## src/logic/psc_defines.vh

```
// register map, field positions, reset values and clock periods in ns for the supply controller
`ifndef PSC_DEFINES_VH
`define PSC_DEFINES_VH
// ---------------------------------------------------------------
// slave address and register map
// ---------------------------------------------------------------
`define PSC_SLAVE_ADDR      7'h5a
`define PSC_REG_SEL_W       3
`define PSC_OFF_ENABLE      3'h0
`define PSC_OFF_STATUS      3'h1
`define PSC_OFF_BUCK        3'h2
`define PSC_OFF_LIN1        3'h3
`define PSC_OFF_LIN2        3'h4
// ---------------------------------------------------------------
// enable register fields
// ---------------------------------------------------------------
`define PSC_EN_BUCK_BIT     0
`define PSC_EN_LIN1_BIT     1
`define PSC_EN_LIN2_BIT     2
`define PSC_EN_INHIBIT_BIT  4
`define PSC_EN_RESTART_BIT  5
`define PSC_EN_WMASK        8'h37
// ---------------------------------------------------------------
// status register fields
// ---------------------------------------------------------------
`define PSC_ST_OVERHEAT_BIT 4
`define PSC_ST_LOWIN_BIT    5
`define PSC_ST_IRQEN_BIT    6
// ---------------------------------------------------------------
// reset and default values
// ---------------------------------------------------------------
`define PSC_RESTART_RST     1'b1
`define PSC_DEF_SUPPLIES    3'h7
`define PSC_DEF_BUCK_CODE   8'h1c
`define PSC_DEF_LIN1_CODE   8'h45
`define PSC_DEF_LIN2_CODE   8'hd1
// ---------------------------------------------------------------
// timing
// ---------------------------------------------------------------
`define PSC_CLK_NS          40
`define PSC_LINK_CLK_NS     320
`endif

```

## src/logic/psc_edge_sync.v

```verilog
// two-flop synchroniser with rise and fall detection
`timescale 1ns/1ps
module psc_edge_sync (
  mclk,
  reset,
  ce,
  din,
  level_q,
  rise_q,
  fall_q
);
  input  wire mclk;
  input  wire reset;
  input  wire ce;
  input  wire din;
  output reg  level_q;
  output reg  rise_q;
  output reg  fall_q;

  reg meta_q;
  reg sync_q;

  always @(posedge mclk or posedge reset) begin
    if (reset) begin
      meta_q  <= 1'b0;
      sync_q  <= 1'b0;
      level_q <= 1'b0;
      rise_q  <= 1'b0;
      fall_q  <= 1'b0;
    end else if (ce) begin
      meta_q  <= din;
      sync_q  <= meta_q;
      level_q <= sync_q;
      rise_q  <= sync_q & ~level_q;
      fall_q  <= ~sync_q & level_q;
    end
  end
endmodule // psc_edge_sync

```

## src/logic/psc_chain.v

```verilog
// power-good chained sequencer for three supplies
`timescale 1ns/1ps
module psc_chain (
  mclk,
  reset,
  ce,
  enables,
  inhibit,
  kill,
  valid,
  drive_q
);
  input  wire       mclk;
  input  wire       reset;
  input  wire       ce;
  input  wire [2:0] enables;
  input  wire       inhibit;
  input  wire       kill;
  input  wire [2:0] valid;
  output reg  [2:0] drive_q;

  // order: index 0 buck, 1 first linear, 2 second linear
  wire [2:0] ahead_ok;
  wire [2:0] up_new;
  reg  [2:0] en_prev_q;
  genvar g;

  generate
    for (g = 0; g < 3; g = g + 1) begin : g_link
      if (g == 0) begin : g_first
        assign ahead_ok[g] = 1'b1;
        assign up_new[g]   = 1'b0;
      end else begin : g_rest
        // next supply waits on power good of every enabled supply ahead
        assign ahead_ok[g] = &(valid[g-1:0] | ~enables[g-1:0]);
        // only supplies ahead restart a supply, so the first one switches freely
        assign up_new[g]   = |(enables[g-1:0] & ~en_prev_q[g-1:0]);
      end
      always @(posedge mclk or posedge reset) begin
        if (reset) begin
          drive_q[g] <= 1'b0;
        end else if (ce) begin
          if (kill || !enables[g]) begin
            drive_q[g] <= 1'b0;
          end else if (inhibit) begin
            drive_q[g] <= 1'b1;
          end else if (up_new[g]) begin
            drive_q[g] <= 1'b0; // upstream newly added: restart
          end else begin
            drive_q[g] <= ahead_ok[g] | drive_q[g];
          end
        end
      end
    end
  endgenerate

  always @(posedge mclk or posedge reset) begin
    if (reset) begin
      en_prev_q <= 3'h0;
    end else if (ce) begin
      en_prev_q <= enables;
    end
  end
endmodule // psc_chain

```

## src/logic/psc_top.v

```verilog
// supply controller: serial register slave, fault handling and sequencing
`timescale 1ns/1ps
`include "psc_defines.vh"
module psc_top (
  mclk,
  reset,
  ce,
  scl,
  sda_in,
  sda_out,
  sda_oe_n,
  startup_pin,
  low_input_flag,
  overheat_flag,
  buck_valid,
  first_linear_valid,
  second_linear_valid,
  buck_drive,
  first_linear_drive,
  second_linear_drive,
  buck_code,
  first_linear_code,
  second_linear_code,
  fault_irq_out,
  fault_irq_oe_n
);
  input  wire       mclk;
  input  wire       reset;
  input  wire       ce;
  input  wire       scl;
  input  wire       sda_in;
  output reg        sda_out;
  output reg        sda_oe_n;
  input  wire       startup_pin;
  input  wire       low_input_flag;
  input  wire       overheat_flag;
  input  wire       buck_valid;
  input  wire       first_linear_valid;
  input  wire       second_linear_valid;
  output reg        buck_drive;
  output reg        first_linear_drive;
  output reg        second_linear_drive;
  output reg  [7:0] buck_code;
  output reg  [7:0] first_linear_code;
  output reg  [7:0] second_linear_code;
  output reg        fault_irq_out;
  output reg        fault_irq_oe_n;

  // ---------------------------------------------------------------
  // input synchronisers
  // ---------------------------------------------------------------
  wire scl_s, scl_rise, scl_fall;
  wire sda_s, sda_rise, sda_fall;
  wire pin_rise, pin_fall;
  wire low_s, hot_s;
  wire bv_s, l1v_s, l2v_s;

  psc_edge_sync u_scl (.mclk(mclk), .reset(reset), .ce(ce), .din(scl),
    .level_q(scl_s), .rise_q(scl_rise), .fall_q(scl_fall));
  psc_edge_sync u_sda (.mclk(mclk), .reset(reset), .ce(ce), .din(sda_in),
    .level_q(sda_s), .rise_q(sda_rise), .fall_q(sda_fall));
  psc_edge_sync u_pin (
    .mclk    (mclk),
    .reset   (reset),
    .ce      (ce),
    .din     (startup_pin),
    .level_q (),
    .rise_q  (pin_rise),
    .fall_q  (pin_fall)
  );
  psc_edge_sync u_low (.mclk(mclk), .reset(reset), .ce(ce), .din(low_input_flag),
    .level_q(low_s), .rise_q(), .fall_q());
  psc_edge_sync u_hot (.mclk(mclk), .reset(reset), .ce(ce), .din(overheat_flag),
    .level_q(hot_s), .rise_q(), .fall_q());
  psc_edge_sync u_bv (.mclk(mclk), .reset(reset), .ce(ce), .din(buck_valid),
    .level_q(bv_s), .rise_q(), .fall_q());
  psc_edge_sync u_l1v (.mclk(mclk), .reset(reset), .ce(ce), .din(first_linear_valid),
    .level_q(l1v_s), .rise_q(), .fall_q());
  psc_edge_sync u_l2v (.mclk(mclk), .reset(reset), .ce(ce), .din(second_linear_valid),
    .level_q(l2v_s), .rise_q(), .fall_q());

  // ---------------------------------------------------------------
  // registers
  // ---------------------------------------------------------------
  reg [2:0] supplies_q;
  reg       chain_inhibit_q;
  reg       restart_after_fault_q;
  reg       irq_en_q;
  reg       low_flag_q;
  reg       hot_flag_q;
  reg       fault_prev_q;

  wire fault_now   = low_s | hot_s;
  wire fault_rise  = fault_now & ~fault_prev_q;
  wire [2:0] valid_v = {l2v_s, l1v_s, bv_s};

  // ---------------------------------------------------------------
  // serial slave
  // ---------------------------------------------------------------
  localparam [5:0] ST_IDLE = 6'h01;
  localparam [5:0] ST_ADDR = 6'h02;
  localparam [5:0] ST_REG  = 6'h04;
  localparam [5:0] ST_DATA = 6'h08;
  localparam [5:0] ST_READ = 6'h10;
  localparam [5:0] ST_RACK = 6'h20;

  reg [5:0] state_q;
  reg [7:0] shift_q;
  reg [3:0] bit_q;
  reg       ack_q;
  reg [2:0] reg_sel_q;
  reg       is_read_q;
  reg       wr_stb;
  reg [7:0] wr_data;
  reg [7:0] rd_data;

  wire start_cond = sda_fall & scl_s;
  wire stop_cond  = sda_rise & scl_s;

  // read multiplexer, reserved bits zero
  always @* begin
    case (reg_sel_q)
      `PSC_OFF_ENABLE: rd_data = {2'h0, restart_after_fault_q, chain_inhibit_q, 1'b0, supplies_q};
      `PSC_OFF_STATUS: rd_data = {1'b0, irq_en_q, low_flag_q, hot_flag_q, 1'b0, valid_v};
      `PSC_OFF_BUCK:   rd_data = buck_code;
      `PSC_OFF_LIN1:   rd_data = first_linear_code;
      `PSC_OFF_LIN2:   rd_data = second_linear_code;
      default:         rd_data = 8'h00;
    endcase
  end

  always @(posedge mclk or posedge reset) begin
    if (reset) begin
      state_q   <= ST_IDLE;
      shift_q   <= 8'h00;
      bit_q     <= 4'h0;
      ack_q     <= 1'b0;
      reg_sel_q <= 3'h0;
      is_read_q <= 1'b0;
      sda_out   <= 1'b0;
      sda_oe_n  <= 1'b1;
      wr_stb    <= 1'b0;
      wr_data   <= 8'h00;
    end else if (ce) begin
      wr_stb <= 1'b0;
      if (start_cond) begin
        state_q  <= ST_ADDR; // repeated start allowed
        bit_q    <= 4'h0;
        ack_q    <= 1'b0;
        sda_oe_n <= 1'b1;
      end else if (stop_cond) begin
        state_q  <= ST_IDLE;
        sda_oe_n <= 1'b1;
      end else if (scl_rise && !ack_q && state_q != ST_READ && state_q != ST_IDLE) begin
        shift_q <= {shift_q[6:0], sda_s};
        bit_q   <= bit_q + 4'h1;
      end else if (scl_rise && ack_q && state_q == ST_RACK) begin
        // master ack low continues, nack ends the read
        if (sda_s) begin
          state_q <= ST_IDLE;
        end
      end else if (scl_fall) begin
        if (ack_q) begin
          ack_q    <= 1'b0;
          sda_oe_n <= 1'b1;
          bit_q    <= 4'h0;
          if (state_q == ST_READ || state_q == ST_RACK) begin
            state_q  <= ST_READ;
            shift_q  <= rd_data;
            sda_out  <= rd_data[7];
            sda_oe_n <= ~rd_data[7] ? 1'b0 : 1'b1;
          end
        end else if (state_q == ST_READ) begin
          if (bit_q == 4'h7) begin
            state_q  <= ST_RACK;
            ack_q    <= 1'b1;
            sda_oe_n <= 1'b1;
          end else begin
            bit_q    <= bit_q + 4'h1;
            shift_q  <= {shift_q[6:0], 1'b0};
            sda_out  <= shift_q[6];
            sda_oe_n <= shift_q[6];
          end
        end else if (bit_q == 4'h8) begin
          case (state_q)
            ST_ADDR: begin
              if (shift_q[7:1] == `PSC_SLAVE_ADDR) begin
                ack_q     <= 1'b1;
                sda_out   <= 1'b0;
                sda_oe_n  <= 1'b0;
                is_read_q <= shift_q[0];
                state_q   <= shift_q[0] ? ST_READ : ST_REG;
              end else begin
                state_q <= ST_IDLE;
              end
            end
            ST_REG: begin
              reg_sel_q <= shift_q[`PSC_REG_SEL_W-1:0];
              ack_q     <= 1'b1;
              sda_out   <= 1'b0;
              sda_oe_n  <= 1'b0;
              state_q   <= ST_DATA;
            end
            ST_DATA: begin
              wr_stb   <= 1'b1; // store at acknowledge
              wr_data  <= shift_q;
              ack_q    <= 1'b1;
              sda_out  <= 1'b0;
              sda_oe_n <= 1'b0;
            end
            default: begin
              state_q <= ST_IDLE;
            end
          endcase
        end
      end
    end
  end

  // ---------------------------------------------------------------
  // control registers, faults and startup pin
  // ---------------------------------------------------------------
  wire wr_en = wr_stb && reg_sel_q == `PSC_OFF_ENABLE;
  wire wr_st = wr_stb && reg_sel_q == `PSC_OFF_STATUS;

  always @(posedge mclk or posedge reset) begin
    if (reset) begin
      supplies_q            <= 3'h0;
      chain_inhibit_q       <= 1'b0;
      restart_after_fault_q <= `PSC_RESTART_RST;
      irq_en_q              <= 1'b0;
      low_flag_q            <= 1'b0;
      hot_flag_q            <= 1'b0;
      fault_prev_q          <= 1'b0;
      buck_code             <= `PSC_DEF_BUCK_CODE;
      first_linear_code     <= `PSC_DEF_LIN1_CODE;
      second_linear_code    <= `PSC_DEF_LIN2_CODE;
    end else if (ce) begin
      fault_prev_q <= fault_now;
      // sticky flags: set wins over echo clear
      low_flag_q <= low_s | (low_flag_q & ~(wr_st & wr_data[`PSC_ST_LOWIN_BIT]));
      hot_flag_q <= hot_s | (hot_flag_q & ~(wr_st & wr_data[`PSC_ST_OVERHEAT_BIT]));
      if (wr_st) begin
        irq_en_q <= wr_data[`PSC_ST_IRQEN_BIT];
      end
      if (fault_rise) begin
        // codes reset to defaults, supplies to defaults only when restart is set, outputs held off while fault lasts
        chain_inhibit_q    <= 1'b0;
        supplies_q         <= restart_after_fault_q ? `PSC_DEF_SUPPLIES : 3'h0;
        buck_code          <= `PSC_DEF_BUCK_CODE;
        first_linear_code  <= `PSC_DEF_LIN1_CODE;
        second_linear_code <= `PSC_DEF_LIN2_CODE;
      end else if (pin_rise) begin
        // edge only, defaults then default startup
        chain_inhibit_q       <= 1'b0;
        supplies_q            <= `PSC_DEF_SUPPLIES;
        restart_after_fault_q <= `PSC_RESTART_RST;
        buck_code             <= `PSC_DEF_BUCK_CODE;
        first_linear_code     <= `PSC_DEF_LIN1_CODE;
        second_linear_code    <= `PSC_DEF_LIN2_CODE;
      end else if (pin_fall) begin
        supplies_q <= 3'h0;
      end else if (wr_stb) begin
        case (reg_sel_q)
          `PSC_OFF_ENABLE: begin
            supplies_q            <= wr_data[2:0];
            chain_inhibit_q       <= wr_data[`PSC_EN_INHIBIT_BIT];
            restart_after_fault_q <= wr_data[`PSC_EN_RESTART_BIT];
          end
          `PSC_OFF_BUCK: buck_code <= wr_data;
          `PSC_OFF_LIN1: first_linear_code <= wr_data;
          `PSC_OFF_LIN2: second_linear_code <= wr_data;
          default: begin
            supplies_q <= supplies_q;
          end
        endcase
      end
    end
  end

  // ---------------------------------------------------------------
  // sequencer and outputs
  // ---------------------------------------------------------------
  wire [2:0] drive_w;
  // a pin fall clears the chain too, so no drive comes back for a cycle
  wire       chain_kill = fault_now | pin_fall;

  psc_chain u_chain (
    .mclk    (mclk),
    .reset   (reset),
    .ce      (ce),
    .enables (supplies_q),
    .inhibit (chain_inhibit_q),
    .kill    (chain_kill),
    .valid   (valid_v),
    .drive_q (drive_w)
  );

  always @(posedge mclk or posedge reset) begin
    if (reset) begin
      buck_drive          <= 1'b0;
      first_linear_drive  <= 1'b0;
      second_linear_drive <= 1'b0;
      fault_irq_out       <= 1'b0;
      fault_irq_oe_n      <= 1'b1;
    end else if (ce) begin
      // all three supply drives off at once on fault or pin fall
      buck_drive          <= drive_w[0] & ~fault_now & ~pin_fall;
      first_linear_drive  <= drive_w[1] & ~fault_now & ~pin_fall;
      second_linear_drive <= drive_w[2] & ~fault_now & ~pin_fall;
      fault_irq_out       <= 1'b0;
      fault_irq_oe_n      <= ~(irq_en_q & (low_flag_q | hot_flag_q));
    end
  end
endmodule // psc_top

```

## config.mk

```make
export PLATFORM = sky130hd
export DESIGN_NAME = psc_top
export DESIGN_NICKNAME = d
export VERILOG_FILES = /design/src/logic/psc_edge_sync.v /design/src/logic/psc_chain.v /design/src/logic/psc_top.v
export VERILOG_INCLUDE_DIRS = /design/src /design/src/logic
export SDC_FILE = /design/constraint.sdc
export NUM_CORES = 1
export LEC_CHECK = 0
export BUFFER_PORTS_ARGS = -buffer_cell sky130_fd_sc_hd__buf_2
export CORE_MARGIN = 4
export CORE_UTILIZATION = 60
export CTS_CLUSTER_SIZE = 24
export DETAILED_ROUTE_END_ITERATION = 8
export GPL_ROUTABILITY_DRIVEN = 0
export PLACE_DENSITY = 0.81
export SLEW_MARGIN = 20
export SYNTH_ARGS = -nofsm -noshare
export SYNTH_HDL_FRONTEND = slang
export SYNTH_HIERARCHICAL = 1
export SYNTH_SLANG_ARGS = --single-unit
export TNS_END_PERCENT = 20
```

## constraint.sdc

```tcl
create_clock -name mclk -period 2.5 [get_ports mclk]
set_input_delay 0.375 -clock mclk [delete_from_list [all_inputs] [get_ports mclk]]
set_output_delay 0.375 -clock mclk [all_outputs]
set_load 0.1 [all_outputs]
```

Yosys cells after proc, flatten, opt, wreduce, memory -nomap -nowiden
Cells that the tools add are included.

storage, ports and cells
  bits in registers = 105
  input bits = 11
  output and inout bits = 31
  word-level logic and storage cells = 304

operators by class
  bitwise gates (word level) = 54
  equality and inequality tests = 34
  muxes and demuxes = 104
  reduce and logical (&&, ||, !) cells = 54
  add/sub/neg operators = 1

operators by type and width
  cell                  number
  $mux W8               22
  $mux W6               11
  $mux W1               51
  $pmux W8 S5           1
  $mux W4               8
  $reduce_bool A3 Y1    9
  $and A1 B1 Y1         21
  $not A1 Y1            21
  $reduce_and A10 Y1    2
  $reduce_bool A4 Y1    5
  $mux W3               6
  $pmux W6 S3           1
  $reduce_and A4 Y1     4
  $reduce_and A8 Y1     2
  $ne A3 B3 Y1 const B  5
  $ne A6 B5 Y1 const B  2
  $ne A6 B6 Y1 const B  2
  $reduce_bool A6 Y1    2
  $reduce_and A11 Y1    1
  $mux W5               2
  $reduce_and A5 Y1     2
  $ne A2 B2 Y1 const B  4
  $ne A4 B4 Y1 const B  2
  $or A1 B1 Y1          8
  33 further kinds      53

Longest topological paths before layout
  depth in word-level cells = 11
  depth in mapped cells = 8
  mapped depth without buffers = 8

Hierarchy
Netlist, hierarchy kept.

modules (own cells, without submodules)
  module         sequential area each (um^2)  area an instance (um^2)  cells an instance  times used
  psc_top        1769.2                       3826.2                   409                1
  psc_edge_sync  125.1                        215.2                    16                 8
  psc_chain      125.1                        270.3                    29                 1

Worst setup path after synthesis
OpenSTA, ideal clock, no wires.

  path type = reg2reg
  start = reg state_q[2]
  end = reg sda_out
  path slack = 0.333 ns
  period minus slack after synthesis = 2.167 ns
  stages on the path, launching flop included = 8
  arrival time = 2.043 ns
  path buffers = 1
  setup time = 0.124 ns
  required time = 2.376 ns
  path through = dfrtp_1 -> buf_6 -> or4_4 -> or4_4 -> o211ai_1 -> nand4_1 -> nor2_1 -> a21oi_1

on the way
  cells in the longest elaborated chain, start to end = 6
  elaborated cells on any way between the ends = 24
  classes of those cells = eq/ne: 10; mux: 4; bitwise: 2; reduce/logical: 8

RTL lines
  element                                              RTL line       text
  start, declared                                      psc_top.v:107  reg [5:0] state_q;
  start signal, assigned                               psc_top.v:192  state_q <= shift_q[0] ? ST_READ : ST_REG;
  $eq A6 B4 Y1 / $eq A6 B3 Y1 (equally long branches)  psc_top.v:185  case (state_q)
  $reduce_or A2 Y1 (no source line)                    -
  $pmux W1 S2                                          psc_top.v:185
  $mux W1                                              psc_top.v:184  end else if (bit_q == 4'h8) begin
  $mux W1                                              psc_top.v:173  end else if (state_q == ST_READ) begin
  $mux W1                                              psc_top.v:163  if (ack_q) begin
  end signal, assigned                                 psc_top.v:170  sda_out <= rd_data[7];
  end signal, assigned                                 psc_top.v:181  sda_out <= shift_q[6];
  end, declared                                        psc_top.v:32   output reg sda_out;

Several ways; a longest one is shown, not always the timed one. The select of a mux whose other input is x is not followed.
A chain may end at the register's enable or synchronous reset.

Worst setup path in the final report
  start = reg state_q[2]
  end = reg shift_q[7]

on the way
  cells in the longest elaborated chain, start to end = 5
  elaborated cells on any way between the ends = 15
  classes of those cells = eq/ne: 7; mux: 1; reduce/logical: 7

RTL lines
  element                                                      RTL line       text
  $ne A6 B5 Y1                                                 psc_top.v:154  end else if (scl_rise && !ack_q && state_q != ST_READ && state_q != ST_IDLE) begin
  $logic_and A1 B1 Y1 (2 in series)                            psc_top.v:154
  $ne A3 B1 Y1 (no source line), or another cell as far along  -
  $reduce_and A8 Y1 (no source line)                           -
  end signal, assigned                                         psc_top.v:155  shift_q <= {shift_q[6:0], sda_s};
  end signal, assigned                                         psc_top.v:169  shift_q <= rd_data;
  end signal, assigned                                         psc_top.v:180  shift_q <= {shift_q[6:0], 1'b0};
  end, declared                                                psc_top.v:108  reg [7:0] shift_q;

Several ways; a longest one is shown, not always the timed one.

==> impl_metrics.py <==
metrics = {
    "power_and_ir_drop": {
        "p_leak_nw": 2.613,
        "p_seq_share_pct": 45.9,
        "clockPowerShare_pct": 19.5,
        "combPwrFrac_pct": 34.6,
        "switching_share_pct": 41.89,
        "powerDensity_nw_per_um2": 881.3,
        "power_mw": 5.137,
        "p_int_mw": 2.985,
        "power_switching_mw": 2.152,
        "ir_drop_v": 0.0005059,
    },
    "floorplan": {
        "io_pins": 42,
        "core.rowCount": 34,
        "dieArea_um2": 10610,
        "die_y_um": 103.0,
        "die_w_um": 103.0,
        "start_util_pct": 61.82,
        "core_region_area_um2": 8763,
    },
    "worst_setup_path": {
        "critPathMaxStageDelay_ns": 0.57,
        "worstPathArrival_ns": 2.66,
        "cp.required_ns": 2.76,
        "path_buf_inv": 1,
        "slowest_stage": "or4_4",
        "cp_max_fo": 8,
        "crit_path_end_kind": "register",
        "cpLargestDelayFamily": "compound AO/OA/AOI/OAI gates",
        "r2r_slack_ns": 0.10,
        "worst_setup_path_start_kind": "register",
        "critical_path_class": "reg -> reg",
        "worstPathCellList": "or4_4 -> o31ai_4 -> o21ai_1 -> a21oi_2 -> a211oi_4 -> buf_4 -> mux2_4",
    },
    "min_path": {
        "hold_path.class": "in -> reg",
    },
    "synthesis": {
        "syn_area_per_cell_um2": 10.30,
        "synthesis.area_um2": 5418,
        "yosys_warnings": 6,
        "syn-num-nets": 539,
        "syn_inst": 526,
    },
    "placed_design": {
        "hpwl_um": 8335,
        "dp_cells": 655,
        "io_buffer_count": 40,
        "place_area_um2": 5627,
        "pre_cts_ws_ns": 0.1496,
    },
    "sta": {
        "fin_hold_ws_ns": 0.2207,
        "tightest_slew_ns": 0.8522,
        "rsz0062_at_grt": "no",
        "skew_ns": 0.01163,
        "setup_ws_ns": 0.1049,
        "hold_viol": 0,
        "finalSetupViolCount": 0,
        "timing.final.crit_share_pct": 95.80,
        "tns_ns": 0,
        "fin_crit_ns": 2.395,
        "slew_headroom_pct": 43.18,
        "finalMaxSlewViolations": 0,
        "max_freq_mhz": 417.5,
    },
    "clocking": {
        "cts_inserted_buffers": 9,
        "clk_pin_slew_ns": 0.11,
        "cts_sinks": 105,
        "h-tree-depth": 3,
        "cts_tree": "done",
        "cts_root_buf": "clkbuf_8",
        "cts_setup_buffers": 0,
        "max-clock-path-buffers": 2,
        "clock_latency_ns": 0.37,
    },
    "final_layout": {
        "antenna_cells": 0,
        "fillers": 687,
        "synthToLayoutAreaGrowth_pct": 7.598,
        "final_cells": 672,
        "fin_util_pct": 66.52,
        "post-route-cell-area_um2": 5829,
        "drive_above_1_share_pct": 25.89,
        "regArea_um2": 2645,
        "multi_input_comb_area_um2": 2412,
        "fin_nets": 572,
    },
    "route": {
        "dr.first_iter.drc_count": 308,
        "drc": 0,
        "post_drt_wl_per_cell_um": 17.19,
        "via_per_inst": 5.978,
        "first_pass_iters": 5,
        "routed_wl_um": 11560,
        "ant_nets": 0,
        "vias": 4017,
    },
    "run_status": {
        "outcome": "complete, no violations",
    },
    "grt": {
        "grt_overflow_total": 0,
        "grtUsageTotal_pct": 23.27,
        "grt_first_pass_wirelength_um": 19230,
        "antenna_found_initial": 0,
        "grt_max_degree": 41,
        "grt_pass1_vias": 3898,
    },
    "flow_run": {
        "max_cap_violations": 0,
    },
}
-- metal layers --
metal | GRT usage [%] | part of all wire (%) | wire length (µm)
met2 | 35.87 | 46 | 5340
met1 | 33.33 | 45 | 5173
met5 | 0 | 0 | 0
met3 | 4.736 | 7.2 | 829
met4 | 7.271 | 1.8 | 211
-- power groups by stage --
| stage | combinational [mW] | sequential [mW] | clock, mW |
|---|---|---|---|
| floorplan | 0.857 | 2.94 | 0 |
| global route | 1.91 | 2.41 | 1.09 |
| global placement | 1.72 | 2.36 | 0 |
| CTS | 1.77 | 2.35 | 1.03 |
| finish | 1.78 | 2.36 | 1.00 |
| detailed placement | 1.77 | 2.38 | 0 |
-- state kept, by name (all words and copies together) (netlist names), 2 cells and up --
name / cells
wr_data: 8
u_chain/en_prev_q: 2
shift_q: 8
reg_sel_q: 3
supplies_q: 3
buck_code: 8
state_q: 6
first_linear_code: 8
u_chain/drive_q: 3
second_linear_code: 8
bit_q: 4
-- worst paths after layout --
check                         startpoint            end  cells after the start
setup / recovery              state_q[2]     shift_q[7]                      7
hold / removal             overheat_flag   u_hot/meta_q                      2
setup reg to reg              state_q[2]     shift_q[7]                      7
hold reg to reg             buck_code[4]   buck_code[4]                      2
max in group asynchronous          reset       sda_oe_n                      4
min in group asynchronous          reset  u_l1v/level_q                      3
-- layout make-up --
class / instances / area share [%]
tap: 108 / 2.318
multi-input combinational: 355 / 41.38
inverter: 33 / 2.125
clock inverter: 6 / 0.9873
sequential: 105 / 45.37
clock buffer: 10 / 2.189
timing repair buffer: 55 / 5.624
-- cell usage in the layout (no fill, tap or decap), drive strengths merged, types with 3 or more instances in the layout --
master	n
dfrtp	91
nand2	76
o21ai	65
buf	54
mux2	42
inv	37
nor2	25
a21oi	20
nand2b	14
dfstp	14
mux2i	11
o22ai	11
nor3	11
clkbuf	10
nand3b	9
nand3	6
nor4	5
a22o	5
o31ai	5
xor2	3
o211ai	3
nand4	3
o21a	3
a211oi	3
o311ai	3
-- repair_timing --
item,CTS,global route
resized for setup,0,1
endpoints found under the setup margin,0,2
hold endpoints to repair,35,0
hold buffers,1,0
Note: power is estimated with default switching activity, not from simulation.
